### config.mk
export PLATFORM = sky130hd
export DESIGN_NAME = card_interface_sequencer
export DESIGN_NICKNAME = d
export VERILOG_FILES = /design/src/card_seq_pkg.sv /design/src/card_interface_sequencer.sv
export SDC_FILE = /design/constraint.sdc
export NUM_CORES = 1
export LEC_CHECK = 0
export ABC_AREA = 0
export BUFFER_PORTS_ARGS = -buffer_cell sky130_fd_sc_hd__buf_2
export CORE_MARGIN = 8
export CORE_UTILIZATION = 48
export CTS_CLUSTER_SIZE = 30
export DETAILED_ROUTE_END_ITERATION = 8
export GPL_TIMING_DRIVEN = 0
export PLACE_DENSITY = 0.81
export SETUP_SLACK_MARGIN = 0.1
export SYNTH_ARGS = -nofsm -noshare
export SYNTH_HDL_FRONTEND = slang
export SYNTH_SLANG_ARGS = --single-unit
### constraint.sdc
create_clock -name i_mclk -period 4.1 [get_ports i_mclk]
set_clock_uncertainty 0.05 [all_clocks]
set_input_delay 0.82 -clock i_mclk [delete_from_list [all_inputs] [get_ports i_mclk]]
set_output_delay 0.82 -clock i_mclk [all_outputs]
set_load 0.05 [all_outputs]
### src/card_seq_pkg.sv
/*
 * shared constants and carrier types for the card interface sequencer.
 * assumes a single 250 MHz clock; pins are sampled synchronously.
 */
`default_nettype none
package card_seq_pkg;
	// ************************************************************
	// clock and timing
	// ************************************************************
	localparam int CLK_MHZ          = 250;
	localparam int UNDER_MIN_NS     = 5000;
	localparam int UNDER_CYC        = (UNDER_MIN_NS * CLK_MHZ) / 1000;
	localparam int MISMATCH_US      = 4;
	localparam int MISMATCH_CYC     = MISMATCH_US * CLK_MHZ;
	localparam int DEBOUNCE_MS      = 40;
	localparam int DEBOUNCE_CYC     = DEBOUNCE_MS * 1000 * CLK_MHZ;
	localparam int REMOVE_US        = 50;
	localparam int REMOVE_CYC       = REMOVE_US * CLK_MHZ;
	localparam int CNT_W            = 24;
	localparam int RAMP_CYC_DEF     = 1000;

	// ************************************************************
	// bus map (all offsets chosen here)
	// ************************************************************
	localparam logic [7:0] CTRL_OFS   = 8'h00;
	localparam logic [7:0] STATUS_OFS = 8'h04;
	localparam logic [1:0] HTRANS_NONSEQ = 2'h2;
	localparam logic [1:0] HTRANS_SEQ    = 2'h3;
	localparam int CTRL_REDUCED_BIT = 0;
	localparam int CTRL_W           = 1;

	typedef enum logic [1:0] {ST_IDLE, ST_ACTIVE, ST_ALARM} mode_t;
	typedef enum logic [1:0] {DIR_IDLE, DIR_H2C, DIR_C2H} dir_t;

	// one open-drain style data channel seen from the device
	typedef struct packed {
		logic host_o;
		logic host_oe;
		logic card_o;
		logic card_oe;
	} chan_drive_t;

	typedef struct packed {
		logic host_in;
		logic card_in;
	} chan_sense_t;
endpackage
`default_nettype wire

### src/card_interface_sequencer.sv
/*
 * card interface sequencer: state machine, supply gating, data channel
 * arbitration, fault checks, card switch debounce, ahb-lite status.
 * assumes the analog supply reports under-range and ready levels on
 * plain inputs and that all pins are synchronous to i_mclk.
 */
// How it works
// - power request low enters active, supply on
// - clock and reset held until ready
// - data channels need ready and select
// - voltage select latched at request fall
// - disabled channels in active: card high, host released
// - early select still waits for ready
// - select never touches supply, clock, reset
// - polarity input sets switch active level
// - supply under-range held 5 us forces alarm
// - idle and alarm discharge card supply
// - idle card data pin pulled low
// - idle card clock and reset low
// - first low side becomes input
// - no transfer from output back
// - input release returns channel idle
// - stuck low on output not passed
// - direction chosen only from idle
// - reset mismatch after ready forces alarm
// - reduced variant ties select, normally open
// - clock mismatch after ready forces alarm
// - alarm cleared only by request high
// - fault output low in alarm
// - presence debounced, removal reported fast
`timescale 1ns/100ps
`default_nettype none

// ************************************************************
// one half-duplex channel arbiter
// ************************************************************
module chan_arbiter (
	// clock and reset
	input  wire logic                      i_mclk,
	input  wire logic                      i_rst_n,
	// control
	input  wire logic                      i_enable,
	input  wire logic                      i_idle_low,
	// pins
	input  wire card_seq_pkg::chan_sense_t i_sense,
	output card_seq_pkg::chan_drive_t      o_drive
);
	typedef struct packed {
		card_seq_pkg::dir_t dir;
		logic               armed;
	} st_t;
	st_t s_q;
	st_t s_d;

	always_comb begin
		s_d = s_q;
		s_d.armed = 1'b0;
		if (!i_enable) begin
			s_d.dir = card_seq_pkg::DIR_IDLE;
		end else begin
			case (s_q.dir)
				card_seq_pkg::DIR_IDLE: begin
					// a low left standing after a transfer must clear
					// before the channel may take a new direction
					s_d.armed = i_sense.host_in && i_sense.card_in;
					if (s_q.armed && !i_sense.host_in)
						s_d.dir = card_seq_pkg::DIR_H2C;
					else if (s_q.armed && !i_sense.card_in)
						s_d.dir = card_seq_pkg::DIR_C2H;
				end
				card_seq_pkg::DIR_H2C: begin
					if (i_sense.host_in)
						s_d.dir = card_seq_pkg::DIR_IDLE;
				end
				card_seq_pkg::DIR_C2H: begin
					if (i_sense.card_in)
						s_d.dir = card_seq_pkg::DIR_IDLE;
				end
				default: s_d.dir = card_seq_pkg::DIR_IDLE;
			endcase
		end
	end

	always_ff @(posedge i_mclk or negedge i_rst_n) begin
		if (!i_rst_n)
			s_q <= '{dir: card_seq_pkg::DIR_IDLE, armed: 1'b0};
		else
			s_q <= s_d;
	end

	// while enabled, only the output side is pulled; input side stays released
	always_comb begin
		o_drive.host_o  = 1'b0;
		o_drive.host_oe = 1'b0;
		o_drive.card_o  = 1'b1;
		o_drive.card_oe = 1'b1;
		if (i_idle_low) begin
			o_drive.card_o  = 1'b0;
		end else if (i_enable) begin
			o_drive.card_oe = 1'b0;
			if (s_q.dir == card_seq_pkg::DIR_H2C) begin
				o_drive.card_o  = 1'b0;
				o_drive.card_oe = 1'b1;
			end else if (s_q.dir == card_seq_pkg::DIR_C2H)
				o_drive.host_oe = 1'b1;
		end
	end

	a_back_block: assert property (@(posedge i_mclk)
		disable iff (!i_rst_n)
		s_q.dir == card_seq_pkg::DIR_H2C |-> !o_drive.host_oe)
		else $error("output side drove input side");
	a_dir_from_idle: assert property (@(posedge i_mclk)
		disable iff (!i_rst_n)
		(s_q.dir == card_seq_pkg::DIR_H2C)
		|=> s_q.dir != card_seq_pkg::DIR_C2H)
		else $error("direction flipped without idle");
	a_stuck_low: assert property (@(posedge i_mclk)
		disable iff (!i_rst_n)
		s_q.dir == card_seq_pkg::DIR_IDLE && !s_q.armed
		|=> s_q.dir == card_seq_pkg::DIR_IDLE)
		else $error("direction taken before both sides were high");
endmodule // chan_arbiter

// ************************************************************
// top level
// ************************************************************
module card_interface_sequencer #(
	parameter int DEBOUNCE_CYC = card_seq_pkg::DEBOUNCE_CYC,
	parameter int RAMP_CYC     = card_seq_pkg::RAMP_CYC_DEF
) (
	// clock and reset
	input  wire logic        i_mclk,
	input  wire logic        i_rst_n,
	// host side controls
	input  wire logic        i_power_request_n,
	input  wire logic        i_io_select_n,
	input  wire logic        i_voltage_select,
	input  wire logic        i_switch_polarity,
	input  wire logic        i_host_reset_in,
	input  wire logic        i_host_clock_in,
	// card switch
	input  wire logic        i_card_switch_in,
	// analog supply sense
	input  wire logic        i_supply_under,
	input  wire logic        i_supply_at_level,
	// card outputs as returned by the pads
	input  wire logic        i_card_clock_sense,
	input  wire logic        i_card_reset_sense,
	// three data channels: 0 data, 1 aux one, 2 aux two
	input  wire logic [2:0]  i_host_chan_in,
	input  wire logic [2:0]  i_card_chan_in,
	output logic      [2:0]  o_host_chan_o,
	output logic      [2:0]  o_host_chan_oe,
	output logic      [2:0]  o_card_chan_o,
	output logic      [2:0]  o_card_chan_oe,
	// card supply and control
	output logic             o_supply_enable,
	output logic             o_supply_5v,
	output logic             o_supply_discharge,
	output logic             o_card_clock,
	output logic             o_card_reset,
	// status
	output logic             o_ready_n,
	output logic             o_fault_n,
	output logic             o_card_present_n,
	// ahb-lite slave
	input  wire logic        hsel,
	input  wire logic [31:0] haddr,
	input  wire logic [1:0]  htrans,
	input  wire logic        hwrite,
	input  wire logic [2:0]  hsize,
	input  wire logic        hready,
	input  wire logic [31:0] hwdata,
	output logic      [31:0] hrdata,
	output logic             hreadyout,
	output logic             hresp
);
	typedef struct packed {
		card_seq_pkg::mode_t           mode;
		logic                          req_n;
		logic                          vsel;
		logic                          rdy;
		logic [card_seq_pkg::CNT_W-1:0] ramp;
		logic [card_seq_pkg::CNT_W-1:0] under;
		logic [card_seq_pkg::CNT_W-1:0] rmis;
		logic [card_seq_pkg::CNT_W-1:0] cmis;
		logic [card_seq_pkg::CNT_W-1:0] deb;
		logic [card_seq_pkg::CNT_W-1:0] rem;
		logic                          present;
		logic                          reduced;
		logic                          wr_pend;
		logic [7:0]                    addr;
		logic [31:0]                   rdata;
	} state_t;

	state_t s_q;
	state_t s_d;

	logic       sel_n;
	logic       sw_active;
	logic       chan_en;
	logic       idle_low;
	logic       addr_ok;
	card_seq_pkg::chan_sense_t sense [3];
	card_seq_pkg::chan_drive_t drive [3];

	// reduced variant ties select to the request, normally-open switch
	assign sel_n     = s_q.reduced ? i_power_request_n
		: i_io_select_n;
	assign sw_active = (s_q.reduced ? 1'b0 : i_switch_polarity)
		? i_card_switch_in : !i_card_switch_in;
	assign chan_en   = (s_q.mode == card_seq_pkg::ST_ACTIVE) && s_q.rdy
		&& !sel_n;
	assign idle_low  = s_q.mode != card_seq_pkg::ST_ACTIVE;
	assign addr_ok   = hsel && hready && (htrans == card_seq_pkg::HTRANS_NONSEQ
		|| htrans == card_seq_pkg::HTRANS_SEQ);

	// ************************************************************
	// sequencer
	// ************************************************************
	always_comb begin
		s_d = s_q;
		s_d.req_n = i_power_request_n;
		case (s_q.mode)
			card_seq_pkg::ST_IDLE: begin
				s_d.rdy = 1'b0;
				if (!i_power_request_n && s_q.req_n) begin
					s_d.mode = card_seq_pkg::ST_ACTIVE;
					s_d.vsel = i_voltage_select;
					s_d.ramp = '0;
				end
			end
			card_seq_pkg::ST_ACTIVE: begin
				if (i_power_request_n) begin
					s_d.mode = card_seq_pkg::ST_IDLE;
					s_d.rdy  = 1'b0;
				end else begin
					if (!s_q.rdy && i_supply_at_level) begin
						if (s_q.ramp >= card_seq_pkg::CNT_W'(RAMP_CYC))
							s_d.rdy = 1'b1;
						else
							s_d.ramp = s_q.ramp + 1'b1;
					end
					s_d.under = i_supply_under ? s_q.under + 1'b1 : '0;
					s_d.rmis = (s_q.rdy && i_card_reset_sense != i_host_reset_in)
						? s_q.rmis + 1'b1 : '0;
					s_d.cmis = (s_q.rdy && i_card_clock_sense != i_host_clock_in)
						? s_q.cmis + 1'b1 : '0;
					if (s_q.under >= card_seq_pkg::CNT_W'(card_seq_pkg::UNDER_CYC
						- 1))
						s_d.mode = card_seq_pkg::ST_ALARM;
					if (s_q.rmis >= card_seq_pkg::CNT_W'(card_seq_pkg::MISMATCH_CYC))
						s_d.mode = card_seq_pkg::ST_ALARM;
					if (s_q.cmis >= card_seq_pkg::CNT_W'(card_seq_pkg::MISMATCH_CYC))
						s_d.mode = card_seq_pkg::ST_ALARM;
				end
			end
			card_seq_pkg::ST_ALARM: begin
				s_d.rdy = 1'b0;
				if (i_power_request_n)
					s_d.mode = card_seq_pkg::ST_IDLE;
			end
			default: s_d.mode = card_seq_pkg::ST_IDLE;
		endcase
		if (s_d.mode != card_seq_pkg::ST_ACTIVE) begin
			s_d.under = '0;
			s_d.rmis  = '0;
			s_d.cmis  = '0;
			s_d.rdy   = 1'b0;
		end
		// debounce: long wait to report, short wait to withdraw
		if (sw_active) begin
			s_d.rem = '0;
			if (s_q.deb >= card_seq_pkg::CNT_W'(DEBOUNCE_CYC))
				s_d.present = 1'b1;
			else
				s_d.deb = s_q.deb + 1'b1;
		end else begin
			s_d.deb = '0;
			if (s_q.rem >= card_seq_pkg::CNT_W'(card_seq_pkg::REMOVE_CYC / 2))
				s_d.present = 1'b0;
			else
				s_d.rem = s_q.rem + 1'b1;
		end
		// bus: one wait-free data phase
		s_d.wr_pend = addr_ok && hwrite;
		s_d.addr    = haddr[7:0];
		if (s_q.wr_pend && s_q.addr == card_seq_pkg::CTRL_OFS)
			s_d.reduced = hwdata[card_seq_pkg::CTRL_REDUCED_BIT];
		if (addr_ok && !hwrite) begin
			s_d.rdata = '0;
			if (haddr[7:0] == card_seq_pkg::CTRL_OFS)
				s_d.rdata[card_seq_pkg::CTRL_REDUCED_BIT] = s_q.reduced;
			else if (haddr[7:0] == card_seq_pkg::STATUS_OFS)
				s_d.rdata[5:0] = {s_q.present, s_q.vsel, s_q.rdy, 1'b0,
					s_q.mode};
		end
	end

	always_ff @(posedge i_mclk or negedge i_rst_n) begin
		if (!i_rst_n) begin
			s_q <= '0;
			s_q.mode  <= card_seq_pkg::ST_IDLE;
			s_q.req_n <= 1'b1;
		end else begin
			s_q <= s_d;
		end
	end

	// ************************************************************
	// data channels
	// ************************************************************
	for (genvar g = 0; g < 3; g++) begin : g_chan
		assign sense[g] = '{host_in: i_host_chan_in[g],
			card_in: i_card_chan_in[g]};
		chan_arbiter u_arb (
			.i_mclk   (i_mclk),
			.i_rst_n  (i_rst_n),
			.i_enable (chan_en),
			.i_idle_low (idle_low),
			.i_sense  (sense[g]),
			.o_drive  (drive[g])
		);
		assign o_host_chan_o[g]  = drive[g].host_o;
		assign o_host_chan_oe[g] = drive[g].host_oe;
		assign o_card_chan_o[g]  = drive[g].card_o;
		assign o_card_chan_oe[g] = drive[g].card_oe;
	end

	// ************************************************************
	// outputs
	// ************************************************************
	assign o_supply_enable    = s_q.mode == card_seq_pkg::ST_ACTIVE;
	assign o_supply_5v        = s_q.vsel;
	assign o_supply_discharge = !o_supply_enable;
	assign o_card_clock = s_q.rdy && o_supply_enable
		&& i_host_clock_in;
	assign o_card_reset = s_q.rdy && o_supply_enable
		&& i_host_reset_in;
	assign o_ready_n        = !s_q.rdy;
	assign o_fault_n        = s_q.mode != card_seq_pkg::ST_ALARM;
	assign o_card_present_n = !s_q.present;
	assign hrdata    = s_q.rdata;
	assign hreadyout = 1'b1;
	assign hresp     = 1'b0;

	a_clk_gated: assert property (@(posedge i_mclk)
		disable iff (!i_rst_n) o_ready_n |-> !o_card_clock && !o_card_reset)
		else $error("card clock or reset before ready");
	a_vsel_hold: assert property (@(posedge i_mclk)
		disable iff (!i_rst_n)
		s_q.mode == card_seq_pkg::ST_ACTIVE ##1
		s_q.mode == card_seq_pkg::ST_ACTIVE |-> $stable(o_supply_5v))
		else $error("voltage select changed while active");
	a_under_alarm: assert property (@(posedge i_mclk)
		disable iff (!i_rst_n)
		s_q.mode == card_seq_pkg::ST_ACTIVE && !i_power_request_n
		&& s_q.under >= card_seq_pkg::CNT_W'(card_seq_pkg::UNDER_CYC - 1)
		|=> s_q.mode == card_seq_pkg::ST_ALARM)
		else $error("under-range did not raise alarm");
	a_alarm_exit: assert property (@(posedge i_mclk)
		disable iff (!i_rst_n)
		s_q.mode == card_seq_pkg::ST_ALARM && !i_power_request_n
		|=> s_q.mode == card_seq_pkg::ST_ALARM)
		else $error("alarm left while request low");
	a_fault_out: assert property (@(posedge i_mclk)
		disable iff (!i_rst_n)
		s_q.mode == card_seq_pkg::ST_ACTIVE && !i_power_request_n
		&& s_q.cmis >= card_seq_pkg::CNT_W'(card_seq_pkg::MISMATCH_CYC)
		|=> !o_fault_n)
		else $error("fault output not low after clock mismatch");
	a_discharge: assert property (@(posedge i_mclk)
		disable iff (!i_rst_n)
		o_fault_n == 1'b0 |-> o_supply_discharge && o_ready_n)
		else $error("supply not discharged in alarm");
	a_chan_sel: assert property (@(posedge i_mclk)
		disable iff (!i_rst_n)
		sel_n && !idle_low |-> o_card_chan_o == 3'h7
		&& o_card_chan_oe == 3'h7 && o_host_chan_oe == 3'h0)
		else $error("channel active while deselected");
	a_activate: assert property (@(posedge i_mclk)
		disable iff (!i_rst_n)
		s_q.mode == card_seq_pkg::ST_IDLE && s_q.req_n && !i_power_request_n
		|=> o_supply_enable)
		else $error("activation missed");

	c_ready: cover property (@(posedge i_mclk) $fell(o_ready_n));
	c_alarm: cover property (@(posedge i_mclk) $fell(o_fault_n));
	c_card: cover property (@(posedge i_mclk) $fell(o_card_present_n));
endmodule // card_interface_sequencer
`default_nettype wire

# ---- Word-level counts from Yosys, hierarchy flattened
# Cells that the tools add are included.
dict set report word_totals {
  regBits 175
  word_cells 200
  mem_bits_ro 0
  inputBits 91
  latchBits 0
  output_inout_bits 54
  ram_bits 0
  n_memories 0
}
dict set report op_classes {
  div_mod_pow 0
  order_cmp 6
  mul 0
  n_eq_ne 35
  shift 0
  reduce_logical 55
  add_sub_neg 6
  n_bitwise 0
  muxes 77
}
# operator count
set op_table {}
lappend op_table {{$mux W24} 7}
lappend op_table {{$add A24 B1 Y24 const B} 6}
lappend op_table {{$mux W72} 2}
lappend op_table {{$mux W96} 1}
lappend op_table {{$ge A24 B10 Y1 const B} 3}
lappend op_table {{$mux W49} 1}
lappend op_table {{$mux W2} 24}
lappend op_table {{$pmux W24 S2} 1}
lappend op_table {{$mux W1} 30}
lappend op_table {{$mux W25} 1}
lappend op_table {{$ge A24 B11 Y1 const B} 1}
lappend op_table {{$ge A24 B13 Y1 const B} 1}
lappend op_table {{$ge A24 B24 Y1 const B} 1}
lappend op_table {{$pmux W2 S3} 4}
lappend op_table {{$logic_and A1 B1 Y1} 22}
lappend op_table {{$ne A3 B3 Y1 const B} 6}
lappend op_table {{$logic_not A8 Y1} 2}
lappend op_table {{$ne A4 B2 Y1 const B} 4}
lappend op_table {{$logic_not A1 Y1} 13}
lappend op_table {{$eq A2 B2 Y1 const B} 6}
lappend op_table {{$ne A2 B2 Y1 const B} 6}
lappend op_table {{$reduce_and A3 Y1} 4}
lappend op_table {{$ne A2 B1 Y1 const B} 5}
lappend op_table {{$mux W3} 3}
lappend op_table {{14 further kinds} 25}

# ---- Logic depth before layout (Yosys ltp)
dict set report depth {
  depth_word 9
  mapped_depth 8
  mapped_depth_nobuf 7
}

# ---- Hierarchy
# From an unflattened synthesis, not the netlist that was laid out.
dict set report unflattened {
  cells_unflattened 1017
  area_unflattened_um2 9300.2
}
# mod cells_per_inst instances area_each_um2 seq_area_each_um2
set modules_own_cells {}
lappend modules_own_cells {card_interface_sequencer 966 1 8834.7 4130.2}
lappend modules_own_cells {chan_arbiter 17 3 155.1 75.1}

# ---- Worst setup path before layout
# OpenSTA, ideal clock, no wires.
dict set report synth_path {
  path_kind {reg-to-output}
  startpoint {reg s_q[191] in the netlist's numbering}
  endpoint {out o_host_chan_oe[0]}
  t_required_ns 3.230
  n_path_buf 1
  path_slack_ns 0.458
  arrival_time_ns 2.772
  stages_incl_launch_ff 6
  path_cell_list {dfrtp_1 > nand2b_1 > inv_2 > nand3_1 > clkbuf_1 > nor3_1}
}
dict set report synth_via {
  elab_chain_len 5
  word_cells_on_any_way 6
  classes_between {2 x eq/ne; 2 x mux; 2 x reduce/logical}
}
# item line
set synth_rtl {}
lappend synth_rtl {{from (decl)} card_interface_sequencer.sv:197} ;# state_t s_q;
lappend synth_rtl {{$eq A2 B1 Y1} -}
lappend synth_rtl {{via o_supply_enable} card_interface_sequencer.sv:158} ;# output logic o_supply_enable,
lappend synth_rtl {{$logic_and A1 B1 Y1} card_interface_sequencer.sv:213} ;# assign chan_en = (s_q.mode == card_seq_pkg::ST_ACTIVE) && s_q.rdy
lappend synth_rtl {{$logic_and A1 B1 Y1} card_interface_sequencer.sv:214} ;# && !sel_n;
lappend synth_rtl {{$mux W3} card_interface_sequencer.sv:99} ;# end else if (i_enable) begin
lappend synth_rtl {{$mux W1} card_interface_sequencer.sv:97} ;# if (i_idle_low) begin
lappend synth_rtl {{to (decl)} card_interface_sequencer.sv:154} ;# output logic [2:0] o_host_chan_oe,
# The timed path passes the listed nets, and every way through them passes these cells.

# ---- Worst setup path after layout
dict set report layout_path {
  startpoint {reg s_q[191] in the netlist's numbering}
  endpoint {out o_host_chan_oe[2]}
}
dict set report layout_via {
  elab_chain_len 5
  word_cells_on_any_way 6
  classes_between {2 x eq/ne; 2 x mux; 2 x reduce/logical}
}
# item line
set layout_rtl {}
lappend layout_rtl {{$eq A2 B1 Y1} card_interface_sequencer.sv:213}
lappend layout_rtl {{$logic_and A1 B1 Y1} card_interface_sequencer.sv:213}
lappend layout_rtl {{$logic_and A1 B1 Y1} card_interface_sequencer.sv:214}
lappend layout_rtl {{$mux W3} card_interface_sequencer.sv:99}
lappend layout_rtl {{$mux W1 *} card_interface_sequencer.sv:97}
# Every way passes the cells marked *; elsewhere a longest branch is shown, timed or not.

==> impl_metrics.tcl <==
set metrics [dict create \
    number_of_clock_sinks_seen_by_cts 174 \
    yosys_warnings 0 \
    combPwrFrac_pct 8.5 \
    dpl.hpwl_um 12700 \
    synth_enable_flop_cells 0 \
    grt.overflow.total 0 \
    register_area_share_after_synthesis_pct 51.9 \
    fin_hold_ws_ps 261 \
    remaining_drc_errors 0 \
    post-synth-top-count-cell "sky130_fd_sc_hd__dfrtp_1" \
    synth.lib_cells_used.distinct 61 \
    initial_utilization_pct 48.9 \
    seqCellArea_um2 4360 \
    root_buffer "sky130_fd_sc_hd__clkbuf_16" \
    grt_max_degree 115 \
    post_synth_inst_count 829 \
    detailed_route_wire_length_per_cell_um 15.6 \
    die_area_um2 22000 \
    syn_avg_cell_area_um2 10.1 \
    p_seq_share_pct 47.2 \
    critPathCaptureType "output pin" \
    timing.max_slew.rel_slack_pct 54.4 \
    netSwitchingFraction_pct 24.9 \
    cp_data_required_time_ps 3230 \
    post-cts-setup-buffers 0 \
    worstPathMaxFanout 10 \
    setup_viol 0 \
    max-vdd-ir-drop_mv 0.294 \
    synthDominantCellAreaShare_pct 51.6 \
    cts_made_buffers 17 \
    layout_fillers 1444 \
    floorplan.io_pins 145 \
    gr-usage-all-layers_pct 17.3 \
    finalHoldViolations 0 \
    pnr_total_power_mw 3.73 \
    route.detailed.vias_per_inst 5.57 \
    postRouteWirelength_um 18200 \
    cellInternalPower_mw 2.80 \
    tritoncts "built" \
    htree_num_levels 4 \
    postSynth.asyncResetShare_pct 100 \
    clkSlewWorstSetupHoldPaths_ps 60 \
    grt_pass1_vias 6423 \
    switching_power_mw 0.929 \
    multiInputGateArea_um2 3600 \
    nets 1036 \
    synth_area_leaders "sky130_fd_sc_hd__dfrtp_1 (52%), sky130_fd_sc_hd__and2_1 (5.2%), sky130_fd_sc_hd__buf_4 (3.4%)" \
    rsz0062_at_grt "no" \
    wire_length_of_the_first_global_routing_pass_um 31200 \
    hp-class "in -> async" \
    clk_path_buf_depth 2 \
    post-route-min-period_ps 3170 \
    floorplan.die.height_um 148 \
    grt_antenna_before_repair 0 \
    fp-row-count 48 \
    place.port_buffers 53 \
    final-max-slew-violation-count 0 \
    share_clk_of_total_power_pct 44.2 \
    ys_seq_elements 174 \
    cts-hold-fix-buffers 0 \
    drt-initial-drc-count 479 \
    flow.area_growth_from_synthesis_pct 15.5 \
    clk-insertion-delay-late_ps 430 \
    antennaDiodeCount 0 \
    post_cts_resized 0 \
    final_layout_size_suffix_gt1_share_pct 15.5 \
    worst_slew_pin_tran_ps 679 \
    netlist.top_cell.by_area "sky130_fd_sc_hd__dfrtp_1" \
    ys_dominant_reg_cell "sky130_fd_sc_hd__dfrtp_1" \
    setup.worst_path.start_class "register" \
    synth.cells.most_frequent "sky130_fd_sc_hd__dfrtp_1 (173), sky130_fd_sc_hd__and2_1 (70), sky130_fd_sc_hd__nand2_1 (61)" \
    p_per_area_nw_per_um2 385 \
    placeableCoreArea_um2 17200 \
    power_leakage_nw 4.40 \
    synthesis.area_um2 8390 \
    first_pass_iters 5 \
    worstPathArrival_ps 2300 \
    fmax_ghz 0.315 \
    outcome "finished, final reports clean" \
    path_class "reg -> out" \
    number_of_antenna_violating_nets_in_the_routed_design 0 \
    cap_violations 0 \
    die_w_um 148 \
    num_vias 6507 \
    gp_routability_congestion 0.863 \
    post-route-period-util_pct 77.4 \
]
-- cell families after synthesis --
group	Yosys count	share of synthesized area [%]
buffers and inverters	102	6.49
other	2	0.0895
AND/OR/NAND/NOR	364	25.0
multiplexers	17	2.04
XOR/XNOR	12	1.25
flip-flops	174	51.9
adder cells (fa/ha/maj)	13	1.94
AO/OA/AOI/OAI	145	11.2
-- sequential cells by signal (all words and copies together), names as in the netlist --
signal and count:
s_q 159, o_supply_5v 1, hrdata 5, g_chan.u_arb.s_q 9
-- worst paths after layout --
check,start,to,slack [ps],cells past startpoint
worst max-delay path,s_q[191],o_host_chan_oe[2],930,6
worst min-delay path,i_rst_n,s_q[47],260,1
worst max register to register,s_q[41],s_q[73],1700,5
worst min register to register,s_q[123],s_q[123],430,1
max in group asynchronous,i_rst_n,s_q[177],2840,2
min in group i_mclk,s_q[123],s_q[123],430,1
-- power by group through the flow --
stage / clock [mW] / combinational, mW / sequential (mW)
detailed placement: 0 / 0.318 / 1.79
finish: 1.65 / 0.318 / 1.76
CTS: 1.68 / 0.319 / 1.76
floorplan: 0 / 0.209 / 1.80
global placement: 0 / 0.308 / 1.79
global route: 1.75 / 0.350 / 1.76
-- per-stage QoR --
step / area [um2] / worst slack (ps) / utilization, % / std cells / setup TNS [ps]
3_5_place_dp: 9090 / 947 / 52.9 / 1138 / 0
4_1_cts: 9690 / 929 / 56.4 / 1168 / 0
2_1_floorplan: 8500 / 458 / - / 859 / 0
6_report: 9690 / 927 / 56.4 / 1168 / 0
3_3_place_gp: 9050 / -476 / 52.7 / 1137 / -80250
5_1_grt: 9690 / 721 / 56.4 / 1168 / 0
-- critical path: stages (launching register included) --
cell                       delay (ps)
sky130_fd_sc_hd__dfrtp_1          440
sky130_fd_sc_hd__nand2b_1         280
sky130_fd_sc_hd__inv_2            180
sky130_fd_sc_hd__nand3_1          220
sky130_fd_sc_hd__clkbuf_1         300
sky130_fd_sc_hd__nor3_1           180
sky130_fd_sc_hd__buf_2            290
-- final cells by class --
type,count,share of cell area [%]
sequential,174,45.0
multi-input combinational,583,37.2
clock buffer,19,4.57
buffer,72,4.46
timing repair buffer,54,3.12
tap,225,2.91
clock inverter,11,1.63
inverter,30,1.16
-- metal layers --
layer | GRT usage [%] | vias up | share of wire (%)
met3 | 4.28 | 21 | 4.3
met2 | 29.1 | 146 | 51
met1 | 21.6 | 3209 | 43
li1 | - | 3131 | -
met4 | 5.20 | 0 | 1.1
met5 | 0 | - | 0
-- cells in the final DEF, fill, tap and decap left out, drive strengths merged, types with 14 or more instances in the layout --
master  synthesis  layout
and3           16      16
inv            30      34
nand2          61      61
clkbuf         23      42
mux2i          16      16
conb            2      32
or3            14      14
buf            49     103
dfrtp         173     173
nand4          25      25
nand3          50      50
a21oi          37      37
nor3           19      19
nor4           35      35
o21ai          31      31
nor2           31      31
and2           70      70
(Power assumes the default switching activity.)
